==> src/shared/loc_pkg.sv <==
// Package with register map, assignment codes and timing constants for the logic output block.
package loc_pkg;
  localparam int unsigned CLOCK_HZ = 25000000;
  localparam int unsigned TICK_MS = 1;
  localparam int unsigned TICK_CYCLES = CLOCK_HZ / 1000 * TICK_MS;
  localparam logic [15:0] ON_DELAY_MAX_MS = 16'd60000;
  localparam logic [15:0] HOLD_MAX_MS = 16'd9999;
  localparam int unsigned NUM_OUTPUTS = 4;
  localparam int unsigned SRC_WIDTH = 5;
  localparam int unsigned NUM_SOURCES = 32;
  // Assignment codes.
  localparam logic [4:0] ASSIGN_NONE = 5'h00;
  localparam logic [4:0] ASSIGN_NO_DRIVE_FAULT = 5'h01;
  localparam logic [4:0] ASSIGN_BRAKE = 5'h02;
  localparam logic [4:0] ASSIGN_LINE_CONT = 5'h03;
  localparam logic [4:0] ASSIGN_OUTPUT_CONT = 5'h04;
  localparam logic [4:0] ASSIGN_DC_PRECHARGE = 5'h05;
  localparam logic [4:0] ASSIGN_RESET = ASSIGN_NONE;
  // Register map: four words per output, stride 0x10.
  localparam logic [11:0] OUT_STRIDE = 12'h010;
  localparam logic [3:0] REG_ASSIGN = 4'h0;
  localparam logic [3:0] REG_ON_DELAY = 4'h4;
  localparam logic [3:0] REG_HOLD = 4'h8;
  localparam logic [3:0] REG_POLARITY = 4'hC;
  localparam logic [11:0] REG_STATUS = 12'h040;
  localparam int unsigned POL_BIT = 0;
  localparam logic [15:0] DELAY_RESET = 16'h0000;
  localparam logic POL_RESET = 1'b0;
endpackage

==> src/rtl/loc_channel.sv <==
// One conditioning channel: on-delay, hold time and polarity for a single logic output.
`timescale 1ns/100ps
`default_nettype none
module loc_channel
  import loc_pkg::*;
(
  input wire logic clock,
  input wire logic resetn,
  input wire logic tick,
  input wire logic info,
  input wire logic [15:0] on_delay_ms,
  input wire logic [15:0] hold_ms,
  input wire logic active_low_polarity,
  output logic pin
);
  import loc_pkg::*;

  logic state_ff;
  logic [15:0] count_ff;
  logic [15:0] nxt_count;
  logic nxt_state;
  logic pin_ff;
  logic pending;
  logic [15:0] limit;

  // The limit depends on the direction of the pending change.
  assign pending = (info != state_ff);
  assign limit = info ? on_delay_ms : hold_ms;

  // Count ticks while a change is pending; a return to the old state cancels it.
  always_comb begin
    nxt_state = state_ff;
    nxt_count = 16'h0000;
    if (pending) begin
      if (count_ff >= limit) begin
        nxt_state = info;
      end else if (tick) begin
        nxt_count = count_ff + 16'h0001;
        nxt_state = state_ff;
      end else begin
        nxt_count = count_ff;
      end
    end
  end

  // Registers clear on reset so the pin is defined from the start.
  always_ff @(posedge clock or negedge resetn) begin
    if (!resetn) begin
      state_ff <= 1'b0;
      count_ff <= 16'h0000;
      pin_ff <= 1'b0;
    end else begin
      state_ff <= nxt_state;
      count_ff <= nxt_count;
      pin_ff <= active_low_polarity ? !nxt_state : nxt_state;
    end
  end

  assign pin = pin_ff;
endmodule // loc_channel
`default_nettype wire

==> src/rtl/logic_output_conditioner.sv <==
// Top of the logic output conditioner: APB registers, setting checks and four channels.
`timescale 1ns/100ps
`default_nettype none
module logic_output_conditioner
  import loc_pkg::*;
(
  input wire logic clock,
  input wire logic resetn,
  input wire logic psel,
  input wire logic penable,
  input wire logic pwrite,
  input wire logic [11:0] paddr,
  input wire logic [31:0] pwdata,
  output logic [31:0] prdata,
  output logic pready,
  output logic pslverr,
  input wire logic [31:0] info_sources,
  input wire logic card_fitted_second,
  output logic logic_out_first,
  output logic logic_out_second,
  output logic logic_out_third,
  output logic logic_out_fourth
);
  import loc_pkg::*;

  // Assignments that pin on-delay, hold time or polarity.
  // One table of codes serves both the write checks and the forced values.
  function automatic logic fixed_on_delay(input logic [4:0] a);
    return a == ASSIGN_NO_DRIVE_FAULT || a == ASSIGN_BRAKE || a == ASSIGN_OUTPUT_CONT ||
      a == ASSIGN_DC_PRECHARGE || a == ASSIGN_LINE_CONT;
  endfunction
  function automatic logic fixed_hold(input logic [4:0] a);
    return a == ASSIGN_NO_DRIVE_FAULT || a == ASSIGN_LINE_CONT;
  endfunction
  function automatic logic fixed_polarity(input logic [4:0] a);
    return a == ASSIGN_NO_DRIVE_FAULT || a == ASSIGN_BRAKE || a == ASSIGN_DC_PRECHARGE ||
      a == ASSIGN_LINE_CONT;
  endfunction

  logic [4:0] assign_ff [NUM_OUTPUTS];
  logic [15:0] on_delay_ff [NUM_OUTPUTS];
  logic [15:0] hold_ff [NUM_OUTPUTS];
  logic pol_ff [NUM_OUTPUTS];
  logic [31:0] prdata_ff;
  logic pready_ff;
  logic pslverr_ff;
  logic [15:0] tick_cnt_ff;
  logic tick_ff;
  logic card_s1_ff, card_s2_ff, card_s3_ff, card_ff;
  logic [NUM_OUTPUTS-1:0] pins;

  // Decode of the current APB address.
  logic setup;
  logic [1:0] sel_out;
  logic [3:0] sel_reg;
  logic in_out_area;
  logic is_status;
  logic card_blocked;
  logic mapped;
  logic [4:0] wr_assign;
  logic [15:0] wr_value;
  logic wr_bad;
  logic [4:0] cur_assign;
  assign setup = psel && !penable;
  assign sel_out = paddr[5:4];
  assign sel_reg = paddr[3:0];
  assign in_out_area = paddr[11:6] == 6'h00;
  assign is_status = paddr == REG_STATUS;
  assign card_blocked = sel_out[1] && !card_ff;
  assign mapped = (in_out_area && !card_blocked) || is_status;
  assign wr_assign = pwdata[4:0];
  assign wr_value = pwdata[15:0];
  assign cur_assign = assign_ff[sel_out];
  // A write that breaks a range or a pinned setting is refused with an error.
  logic bad_assign;
  logic bad_on_delay;
  logic bad_hold;
  logic bad_polarity;
  logic bad_align;
  // A code past the source list shows up as set bits above the five-bit field.
  assign bad_assign = (sel_reg == REG_ASSIGN) && (pwdata[31:5] != 27'h0000000);
  assign bad_on_delay = (sel_reg == REG_ON_DELAY) && (fixed_on_delay(cur_assign)
    ? wr_value != 16'h0000 : wr_value > ON_DELAY_MAX_MS);
  assign bad_hold = (sel_reg == REG_HOLD) && (fixed_hold(cur_assign)
    ? wr_value != 16'h0000 : wr_value > HOLD_MAX_MS);
  assign bad_polarity = (sel_reg == REG_POLARITY) && pwdata[POL_BIT]
    && fixed_polarity(cur_assign);
  // Registers are whole words; a write to a byte offset inside a word is refused, a read there returns zero, with an error only in blocked or status words.
  assign bad_align = sel_reg[1:0] != 2'b00;
  assign wr_bad = bad_assign || bad_on_delay || bad_hold || bad_polarity || bad_align;

  // Read mux. A blocked or unmapped address reads zero with an error, never a stale
  // setting, so software cannot mistake a missing card for a default value.
  logic [31:0] rd_word;
  always_comb begin
    rd_word = 32'h00000000;
    if (is_status) begin
      rd_word = {26'h0, card_ff, 1'b0, pins};
    end else begin
      unique case (sel_reg)
        REG_ASSIGN: rd_word = {27'h0, cur_assign};
        REG_ON_DELAY: rd_word = {16'h0, on_delay_ff[sel_out]};
        REG_HOLD: rd_word = {16'h0, hold_ff[sel_out]};
        REG_POLARITY: rd_word = {31'h0, pol_ff[sel_out]};
        default: rd_word = 32'h00000000;
      endcase
    end
  end

  // Pready rises in the access phase itself, so no wait state is ever inserted.
  // Error and read data are decided from the setup cycle and stand for one cycle.
  always_ff @(posedge clock or negedge resetn) begin
    if (!resetn) begin
      pready_ff <= 1'b0;
      pslverr_ff <= 1'b0;
      prdata_ff <= 32'h00000000;
    end else begin
      pready_ff <= setup;
      pslverr_ff <= setup && (!mapped || (pwrite && !is_status && wr_bad));
      prdata_ff <= (setup && !pwrite && mapped) ? rd_word : 32'h00000000;
    end
  end

  // Writes land at the access edge, where the master sees pready high; the checks
  // see the same held address and data there as they did in the setup cycle.
  logic access;
  logic do_write;
  assign access = psel && penable && pready_ff;
  assign do_write = access && pwrite && in_out_area && !card_blocked && !wr_bad;

  // Settings; a new pinned assignment also forces its pinned values.
  // A refused write leaves every setting untouched, so a read back shows what holds.
  always_ff @(posedge clock or negedge resetn) begin
    if (!resetn) begin
      for (int i = 0; i < NUM_OUTPUTS; i++) begin
        assign_ff[i] <= ASSIGN_RESET;
        on_delay_ff[i] <= DELAY_RESET;
        hold_ff[i] <= DELAY_RESET;
        pol_ff[i] <= POL_RESET;
      end
    end else if (do_write) begin
      unique case (sel_reg)
        REG_ASSIGN: begin
          assign_ff[sel_out] <= wr_assign;
          if (fixed_on_delay(wr_assign)) on_delay_ff[sel_out] <= 16'h0000;
          if (fixed_hold(wr_assign)) hold_ff[sel_out] <= 16'h0000;
          if (fixed_polarity(wr_assign)) pol_ff[sel_out] <= 1'b0;
        end
        REG_ON_DELAY: on_delay_ff[sel_out] <= wr_value;
        REG_HOLD: hold_ff[sel_out] <= wr_value;
        REG_POLARITY: pol_ff[sel_out] <= pwdata[POL_BIT];
        default: ;
      endcase
    end
  end

  // Card detect pin is asynchronous: three stages, accept when the last two agree.
  // A glitch shorter than a cycle never reaches the decode, at the cost of latency.
  always_ff @(posedge clock or negedge resetn) begin
    if (!resetn) begin
      card_s1_ff <= 1'b0;
      card_s2_ff <= 1'b0;
      card_s3_ff <= 1'b0;
      card_ff <= 1'b0;
    end else begin
      card_s1_ff <= card_fitted_second;
      card_s2_ff <= card_s1_ff;
      card_s3_ff <= card_s2_ff;
      if (card_s2_ff == card_s3_ff) card_ff <= card_s3_ff;
    end
  end

  // Millisecond tick from the system clock.
  // The tick runs free from reset, so a delay of N ms may end up to one tick early.
  always_ff @(posedge clock or negedge resetn) begin
    if (!resetn) begin
      tick_cnt_ff <= 16'h0000;
      tick_ff <= 1'b0;
    end else begin
      tick_ff <= tick_cnt_ff == 16'(TICK_CYCLES - 1);
      tick_cnt_ff <= (tick_cnt_ff == 16'(TICK_CYCLES - 1)) ? 16'h0000 : tick_cnt_ff + 16'h0001;
    end
  end

  // Channels; the none assignment selects no source and stays false.
  // The pins feed the status word as well as the outputs.
  for (genvar g = 0; g < NUM_OUTPUTS; g++) begin : g_ch
    logic info;
    assign info = (assign_ff[g] != ASSIGN_NONE) && info_sources[assign_ff[g]];
    loc_channel u_ch (
      .clock(clock),
      .resetn(resetn),
      .tick(tick_ff),
      .info(info),
      .on_delay_ms(on_delay_ff[g]),
      .hold_ms(hold_ff[g]),
      .active_low_polarity(pol_ff[g]),
      .pin(pins[g])
    );
  end

  assign prdata = prdata_ff;
  assign pready = pready_ff;
  assign pslverr = pslverr_ff;
  assign logic_out_first = pins[0];
  assign logic_out_second = pins[1];
  assign logic_out_third = pins[2];
  assign logic_out_fourth = pins[3];
endmodule // logic_output_conditioner
`default_nettype wire

==> config.mk <==
export PLATFORM = sky130hd
export DESIGN_NAME = logic_output_conditioner
export DESIGN_NICKNAME = d
export VERILOG_FILES = /design/src/shared/loc_pkg.sv /design/src/rtl/loc_channel.sv /design/src/rtl/logic_output_conditioner.sv
export SDC_FILE = /design/constraint.sdc
export NUM_CORES = 1
export LEC_CHECK = 0
export BUFFER_PORTS_ARGS = -buffer_cell sky130_fd_sc_hd__buf_2
export CAP_MARGIN = 10
export CORE_UTILIZATION = 65
export CTS_CLUSTER_DIAMETER = 100
export DETAILED_ROUTE_END_ITERATION = 7
export PLACE_DENSITY = 0.95
export SYNTH_ARGS = -nofsm -noshare
export SYNTH_HDL_FRONTEND = slang
export SYNTH_SLANG_ARGS = --single-unit
export TNS_END_PERCENT = 50
==> constraint.sdc <==
create_clock -name clock -period 15.75 [get_ports clock]
set_clock_uncertainty 0.2 [all_clocks]
set_input_delay 2.3625 -clock clock [delete_from_list [all_inputs] [get_ports clock]]
set_output_delay 2.3625 -clock clock [all_outputs]
set_load 0.01 [all_outputs]
==> run metrics, run 1 <==
Core ar. between 20000 and 25000 um2; Pwr Total 1.42 mW; setup_tns 0 ns; Crit path buffers/inverters 2; largest net degree at the start of global routing between 100 and 150; Post-synth EDFFs 0; Ports 120; layout cells sized above 1 approximately 28%; outcome finished clean; Synth Warn # 0; Area growth, synth to finish 10.4%; max-slew violation count 0; Die H about 160 um; share of flip-flops with an asynchronous set or reset 100%; Pre-antenna DRT Iters 5; most frequent cells in the layout 263 x dfrtp_1, 140 x mux2_2, 101 x buf_2, 99 x nor2_1, 81 x mux2i_1; Slowest-stage cell, CP or4_1; Synth Instances between 1000 and 1500; htree depth 1; CTS Buf Count 27; worst skew pair latency around 0.56 ns; global-route usage over all layers ~37%; number of hold buffers added after CTS 0; Final Critical Period ~7.2 ns; PD cells approximately 84 nW/um2; # DRC 0; Final Hold Viols 0; Worst Path Arrival between 7 and 8 ns; register area share after synthesis about 43%; initial antenna violation count 2; Area contributors post-synth dfrtp_1 43%, mux2_2 10%, mux4_2 10%; vias in the first global route between 10000 and 15000; worst hold path type reg -> reg; routed len/inst between 20 and 30 um; Post-CTS Setup Bufs 0; Starting Density roughly two thirds; # clock sinks ~260; WS Path Type in -> reg; leak pwr 7.74 nW; number of fill cells in the layout between 1000 and 1500; clock tree buffer depth 3; Tcrit/Tclk final between 40% and 50%; post-DP HPWL 28200 um; RD Place Congestion 0.956; crit-path cells buf_2 -> buf_4 -> mux4_2 -> or2_2 -> a211oi_1 -> mux2i_1 -> nand4bb_1 -> or4_1 -> mux2_1; Post-CTS Resized 0; DR vias about 12000; top_reg_cell synth dfrtp_1; most common cell after layout, fill and taps aside dfrtp_1; slowest stage delay, CP about 1.3 ns; Setup violations, final 0; VDD IR max 88.6 uV; max cap viols 0; actual slew at the worst max-slew pin approximately 1.2 ns; element type at the critical path start input pin; grt ovf 0; nets@finish 1500; FF+latch count, synth around 260; synthesized area roughly 15000 um2; clock-pin slew on the worst setup and hold paths ~0.060 ns; TritonCTS clock tree built; CP Data Required Time ~16 ns; root buffer cell clkbuf_16; area share of the largest cell type after synthesis 43.0%; RSZ-0062 raised after global routing no; library cells used by synthesis between 50 and 60; Initial DRC Count roughly 1200; first-pass GRT wire length 67400 um; crit end category flip-flop; row count 55; CP max FO between 40 and 50; Top delay family on crit path simple AND/OR/NAND/NOR gates; die area ~24000 um2; Slew HR roughly 17%; Die Width between 150 and 200 um; Synth area leader dfrtp_1; Vias/cell 6.98; final wirelength about 43000 um; Avg Synthesized Cell Area between 10 and 15 um2; Port Buffers about 100; antenna-violating nets left 0; f_max about 0.14 GHz
## metal layers
layer | wire length, um | GRT usage (%)
met1 | 15400 | 45.7
met2 | 20400 | 58.9
met3 | 4660 | 8.69
met4 | 2450 | 20.4
met5 | 0 | 0
## final cells by class
type                            instances  area, um2  area share, %
Inverter                               12       45.0          0.266
Clock inverter                          7       92.6          0.548
Tap cell                              313        392           2.32
Clock buffer                           43        836           4.94
Multi-Input combinational cell        932       8350           49.4
Antenna cell                            2       5.00         0.0296
Sequential cell                       263       6580           38.9
Timing Repair Buffer                  113        603           3.57
## report_power, final
| part | internal (mW) | switching, mW | total, mW |
|---|---|---|---|
| combinational | 0.0209 | 0.0442 | 0.0651 |
| clock | 0.395 | 0.278 | 0.674 |
| sequential | 0.676 | 0.000643 | 0.677 |
| total | 1.09 | 0.323 | 1.42 |
## per-stage QoR
step	util [%]	worst slack, ns	area (um2)	cells	hold WS [ns]
2_1_floorplan	-	9.34	15400	1286	0.131
3_3_place_gp	69.9	8.33	16000	1633	0.134
3_5_place_dp	69.9	8.14	16000	1633	0.148
4_1_cts	74.0	8.54	16900	1683	0.179
5_1_grt	74.0	8.34	16900	1685	0.191
6_report	74.0	8.57	16900	1685	0.178
## sequential cells by signal, summed over array words and instances (netlist names)
register	count
pslverr	1
pol_ff	4
card_s2_ff	1
g_ch.u_ch.state_ff	4
prdata	16
card_s3_ff	1
pready	1
on_delay_ff	64
card_ff	1
hold_ff	64
card_s1_ff	1
assign_ff	20
g_ch.u_ch.count_ff	64
tick_ff	1
tick_cnt_ff	16
g_ch.u_ch.pin	4
## synthesized netlist by cell type (10+ instances only)
cell type	n
dfrtp_1	263
mux2_2	140
nor2_1	99
mux2i_1	81
mux4_2	70
ha_1	69
xor2_1	56
nand2_1	46
clkbuf_1	40
nand4_1	39
nand3_1	30
nor3_1	28
a21oi_1	27
xnor2_1	24
and2_1	23
and3_1	23
o21ai_0	23
buf_4	21
a21o_1	12
a22oi_1	12
inv_1	12
nor2b_1	12
buf_1	11
mux2_1	10
## worst paths after layout
kind | startpoint | to | slack [ns] | cells past startpoint
hold reg to reg | card_s1_ff | card_s2_ff | 0.18 | 0
min in group asynchronous | resetn | prdata[5] | 1.71 | 1
setup / recovery | paddr[4] | on_delay_ff[54] | 8.57 | 9
setup reg to reg | assign_ff[5] | g_ch[2].u_ch.count_ff[4] | 9.65 | 12
max in group asynchronous | resetn | on_delay_ff[14] | 12.18 | 2
hold / removal | card_s1_ff | card_s2_ff | 0.18 | 0
## worst register-to-register path, delay by kind of cell (launching register included)
kind | cells | cell delay (ns)
DFF | 1 | 0.73
and+or+nand+nor | 3 | 1.01
AOI/OAI and AO/OA | 4 | 1.70
adders and majority gates | 1 | 0.28
muxes | 4 | 2.10
## cell families (layout without fill, tap and decap cells)
kind of cell,count (synthesis),count (layout),share of synthesized area (%)
xor+xnor,80,80,4.58
simple gates,353,353,12.3
other cells,1,18,0.0245
fa+ha+maj,70,70,5.71
flops,263,263,43.0
compound gates,112,112,4.83
mux,301,301,26.6
buf+inv,91,175,2.89
(Power assumes the default switching activity.)
==> run 2, diff against run 1 <==
Settings changed: CORE_UTILIZATION 65 to 61, PLACE_DENSITY 0.95 to 0.91.
Clock period 15.75 ns to 7.52 ns, I/O delays scaled along.
==> run metrics, run 2 (synthesis results as in run 1) <==
outcome finished, violations left; failing checks design-rule violations; number of fill cells in the layout 1568; CTS Buf Count 29; initial antenna violation count 0; Placed Cells 1643; root buffer cell clkbuf_16; Slowest-stage cell, CP dfrtp_1; switching part of the total power about 22%; FF-to-FF Start assign_ff[5]; Area growth, synth to finish 11.4%; row count 57; f_max ~0.17 GHz; slowest stage delay, CP roughly 0.72 ns; Tcrit/Tclk final roughly 78%; Reg power frac between 40 and 50%; # diodes 0; global-route usage over all layers 32.6%; Core ar. 24500 um2; hold_ws between 0.15 and 0.2 ns; max cap viols 0; Crit path buffers/inverters 0; hold path start card_s1_ff; post-DP HPWL approximately 27000 um; Post-CTS Resized 0; leak pwr roughly 7.8 nW; worst skew pair latency between 0.5 and 0.6 ns; DR vias roughly 12000; internal power 2.44 mW; TritonCTS clock tree built; sw power 0.687 mW; largest net degree at the start of global routing 190; PD cells approximately 180 nW/um2; final non-filler cell area approximately 17000 um2; number of hold buffers added after CTS 0; # DRC 2; clock tree buffer depth 3; Post-CTS Setup Bufs 0; Die Width ~160 um; Slew HR between 10% and 20%; most common cell after layout, fill and taps aside dfrtp_1; WS Path Type reg -> reg; most frequent cells in the layout 263 x dfrtp_1, 140 x mux2_2, 101 x buf_2, 99 x nor2_1, 81 x mux2i_1; final core utilization a little over two thirds; Worst Hold End card_s2_ff; Final Critical Period 5.84 ns; Area after DPL between 15000 and 20000 um2; FF-to-FF path depth 12; Pre-antenna DRT Iters 8; RSZ-0062 raised after global routing no; htree depth 1; crit end category flip-flop; actual slew at the worst max-slew pin roughly 1.2 ns; # clock sinks about 260; Starting Density 62.6%; grt ovf 0; Ports 120; setup_tns 0 ns; VDD IR max around 220 uV; Comb power frac under 10%; Worst Path Arrival a little over 6 ns; reg2reg end g_ch[2].u_ch.count_ff[5]; CP max FO 18; Final Hold Viols 0; Initial DRC Count about 1300; die area between 20000 and 30000 um2; antenna-violating nets left 0; RD Place Congestion 0.905; Clock power frac 50.3%; Setup violations, final 0; first-pass GRT wire length roughly 65000 um; Port Buffers roughly 100; Die H between 150 and 200 um; nets@finish 1501; clock-pin slew on the worst setup and hold paths 0.07 ns; Top delay family on crit path multiplexers; routed len/inst around 24 um; crit-path cells mux4_2 -> mux4_2 -> mux2_2 -> mux2_2 -> ha_1 -> nand2b_1 -> a2111oi_0 -> o21a_1 -> o21ai_0 -> a2111oi_0 -> nand2_1 -> nor2_1; vias in the first global route 11921; Top Registers g_ch.u_ch.count_ff: 64 flops, hold_ff: 64 flops, on_delay_ff: 64 flops; Non-Filler Instances roughly 1700; hold path cells 0; layout cells sized above 1 between 20 and 30%; CP Data Required Time 7.78 ns; R2R setup slack 1.68 ns; worst hold path type reg -> reg; Vias/cell between 6 and 7; max-slew violation count 0; final wirelength ~41000 um; element type at the critical path start flip-flop
run 2: cell types whose count changed in the layout (fill, tap and decap cells not counted), sizes merged:
cell / delta
buf: -1
bufinv: +4
clkbuf: -3
clkinv: -1
clkinvlp: +3
diode: -2
inv: -1
run 2: per-stage QoR:
stage,power (mW),worst slack [ns]
after global placement,1.57,1.61
after detailed placement,1.58,1.45
after floorplan,1.51,2.34
after CTS,3.13,1.68
after global routing,3.21,1.16
final,3.13,1.68
run 2: power groups by stage:
stage | Clock (mW) | Combinational, mW | Sequential, mW
6_report | 1.58 | 0.136 | 1.42
5_1_grt | 1.64 | 0.146 | 1.42
3_3_place_gp | 0 | 0.127 | 1.44
3_5_place_dp | 0 | 0.132 | 1.44
2_1_floorplan | 0 | 0.0609 | 1.44
4_1_cts | 1.58 | 0.134 | 1.42
run 2: how the worst max path moves through the flow:
stage / start / to / slack, ns / depth (start not counted)
floorplan: info_sources[31] / g_ch[2].u_ch.pin / 2.34 / 13
global placement: paddr[4] / on_delay_ff[60] / 1.61 / 8
detailed placement: info_sources[31] / g_ch[2].u_ch.count_ff[0] / 1.45 / 13
CTS: assign_ff[5] / g_ch[2].u_ch.count_ff[5] / 1.68 / 12
global route: assign_ff[5] / g_ch[2].u_ch.count_ff[3] / 1.16 / 12
finish: assign_ff[5] / g_ch[2].u_ch.count_ff[5] / 1.68 / 12
run 2: cell type report:
| cell class | count | area [um2] | share of cell area, % |
|---|---|---|---|
| multi-input combinational | 932 | 8350 | 49.0 |
| sequential | 263 | 6580 | 38.6 |
| clock buffer | 40 | 837 | 4.91 |
| timing repair buffer | 112 | 608 | 3.57 |
| tap | 324 | 405 | 2.38 |
| clock inverter | 12 | 229 | 1.34 |
| inverter | 12 | 45.0 | 0.264 |
run 2: routing by layer:
metal | part of all wire [%] | track usage, % | vias up
met5 | 0 | 0 | -
met1 | 38 | 42.7 | 5745
met4 | 4.8 | 15.8 | 0
li1 | - | - | 4860
met3 | 10 | 5.97 | 170
met2 | 47 | 52.8 | 742
==> run 3, diff against run 2 <==
Settings changed: CORE_UTILIZATION 61 to 55, PLACE_DENSITY 0.91 to 0.87.
Clock period 7.52 ns to 4.9 ns, I/O delays scaled along.
==> run metrics, run 3 (synthesis results as in run 1) <==
Slowest-stage cell, CP mux4_2; hold path cells 1; number of fill cells in the layout 1863; leak pwr a little over 8 nW; slowest stage delay, CP 0.52 ns; clock tree buffer depth 3; Top delay family on crit path multiplexers; Final Hold Viols 0; die area between 20000 and 30000 um2; Core ar. roughly 27000 um2; htree depth 1; most frequent cells in the layout 261 x dfrtp_1, 140 x mux2_2, 101 x buf_2, 99 x nor2_1, 81 x mux2i_1; row count 60; f_max between 0.2 and 0.25 GHz; # DRC 0; clock-pin slew on the worst setup and hold paths 0.06 ns; initial antenna violation count 1; layout cells sized above 1 31.3%; RSZ-0062 raised after global routing no; PD cells around 260 nW/um2; global-route usage over all layers 30.2%; Starting Density 56.5%; vias in the first global route about 12000; post-DP HPWL slightly below 30000 um; Initial DRC Count between 1000 and 1500; Vias/cell between 6 and 7; Slew HR between 30% and 40%; Non-Filler Instances ~1800; final non-filler cell area 17600 um2; TritonCTS clock tree built; CP max FO 7; Area after DPL approximately 17000 um2; Pwr Total 4.59 mW; largest net degree at the start of global routing between 90 and 100; antenna-violating nets left 0; Crit path buffers/inverters 5; most used cell, CP buf_4; # clock sinks 263; routed len/inst ~23 um; Post-CTS Setup Bufs 0; grt ovf 0; root buffer cell clkbuf_16; Area growth, synth to finish 15.0%; worst hold path type in -> reg; final core utilization 64.9%; max cap viols 0; crit end category flip-flop; Setup violations, final 0; CTS Buf Count 28; VDD IR max around 250 uV; RD Place Congestion approximately 0.93; max-slew violation count 0; Ports 120; number of cells on the critical path 17; actual slew at the worst max-slew pin around 0.9 ns; Die Width around 170 um; DR vias 11600; Top Registers g_ch.u_ch.count_ff: 64 flops, hold_ff: 64 flops, on_delay_ff: 64 flops; Tcrit/Tclk final a little over nine tenths; outcome finished clean; nets@finish roughly 1600; Pre-antenna DRT Iters 6; CP Data Required Time 5.12 ns; Port Buffers 102; final wirelength ~42000 um; Final Critical Period 4.78 ns; worst skew pair latency 0.56 ns; element type at the critical path start flip-flop; FF-to-FF path depth 17; most common cell after layout, fill and taps aside dfrtp_1; crit-path cells buf_4 -> mux4_2 -> mux4_2 -> mux2_2 -> buf_4 -> buf_4 -> mux2i_1 -> buf_4 -> ha_1 -> nand4_1 -> nor3_1 -> a21oi_1 -> o211ai_1 -> a311oi_1 -> buf_4 -> mux2_2 -> xor2_1; Worst Path Arrival approximately 5.0 ns; WS Path Type reg -> reg; Placed Cells about 1800; first-pass GRT wire length ~67000 um; Die H between 150 and 200 um
==> run 3: cell types whose count changed in the layout (fill, tap and decap cells not counted), sizes merged <==
cell	before	now
diode	0	1
buf	112	177
clkinv	3	6
bufinv	6	2
dlygate4sd3	0	1
==> run 3: per-layer routing <==
metal	routed length, um	vias to the layer above	part of all wire (%)	track usage, %
met2	20000	686	48	49.7
met5	0	-	0	0
li1	-	4990	-	-
met1	15600	5752	38	38.0
met4	2210	0	5.3	14.7
met3	3880	172	9.3	6.34
==> run 3: path summary, 6_finish.rpt <==
path / startpoint / end / slack [ns]
hold reg to reg: card_s1_ff / card_s2_ff / 0.16
setup / recovery: assign_ff[0] / g_ch[3].u_ch.pin / 0.12
hold / removal: card_fitted_second / card_s1_ff / 0.08
setup reg to reg: assign_ff[0] / g_ch[3].u_ch.pin / 0.12
min in group asynchronous: resetn / hold_ff[37] / 0.57
max in group asynchronous: resetn / tick_cnt_ff[15] / 2.88
==> run 3: area by class of cell <==
class / instances / area, um2 / area share, %
timing repair buffer: 178 / 1180 / 6.71
antenna: 1 / 2.50 / 0.0142
inverter: 12 / 45.0 / 0.256
clock buffer: 40 / 836 / 4.75
tap: 372 / 465 / 2.64
clock inverter: 11 / 128 / 0.725
multi-input combinational: 932 / 8360 / 47.5
sequential: 263 / 6580 / 37.4
==> run 3: power breakdown <==
part / internal (mW) / switching (mW)
registers: 2.17 / 0.00160
clock network: 1.29 / 0.900
logic: 0.0770 / 0.142
total: 3.54 / 1.04
==> run 3: metrics by stage <==
stage,setup TNS [ns],setup WS (ns),hold WS (ns)
2_1_floorplan,0,0.113,0.131
3_3_place_gp,-0.103,-0.0913,0.136
3_5_place_dp,-0.236,-0.130,0.146
4_1_cts,0,0.0273,0.0642
5_1_grt,0,0.0199,0.0753
6_report,0,0.124,0.0771
==> run 3: timing repair <==
item                                    in CTS  in global routing
hold endpoints to repair                    50                  0
endpoints found under the setup margin       0                  6
gates resized for setup                      0                  7
hold buffers                                 1                  0
==> run 3: worst register-to-register path, stage by stage (launching register included) <==
cell	delay, ns
dfrtp_1	0.34
buf_4	0.18
mux4_2	0.52
mux4_2	0.47
mux2_2	0.33
buf_4	0.20
buf_4	0.19
mux2i_1	0.30
buf_4	0.17
ha_1	0.21
nand4_1	0.12
nor3_1	0.11
a21oi_1	0.21
o211ai_1	0.15
a311oi_1	0.25
buf_4	0.17
mux2_2	0.36
xor2_1	0.15
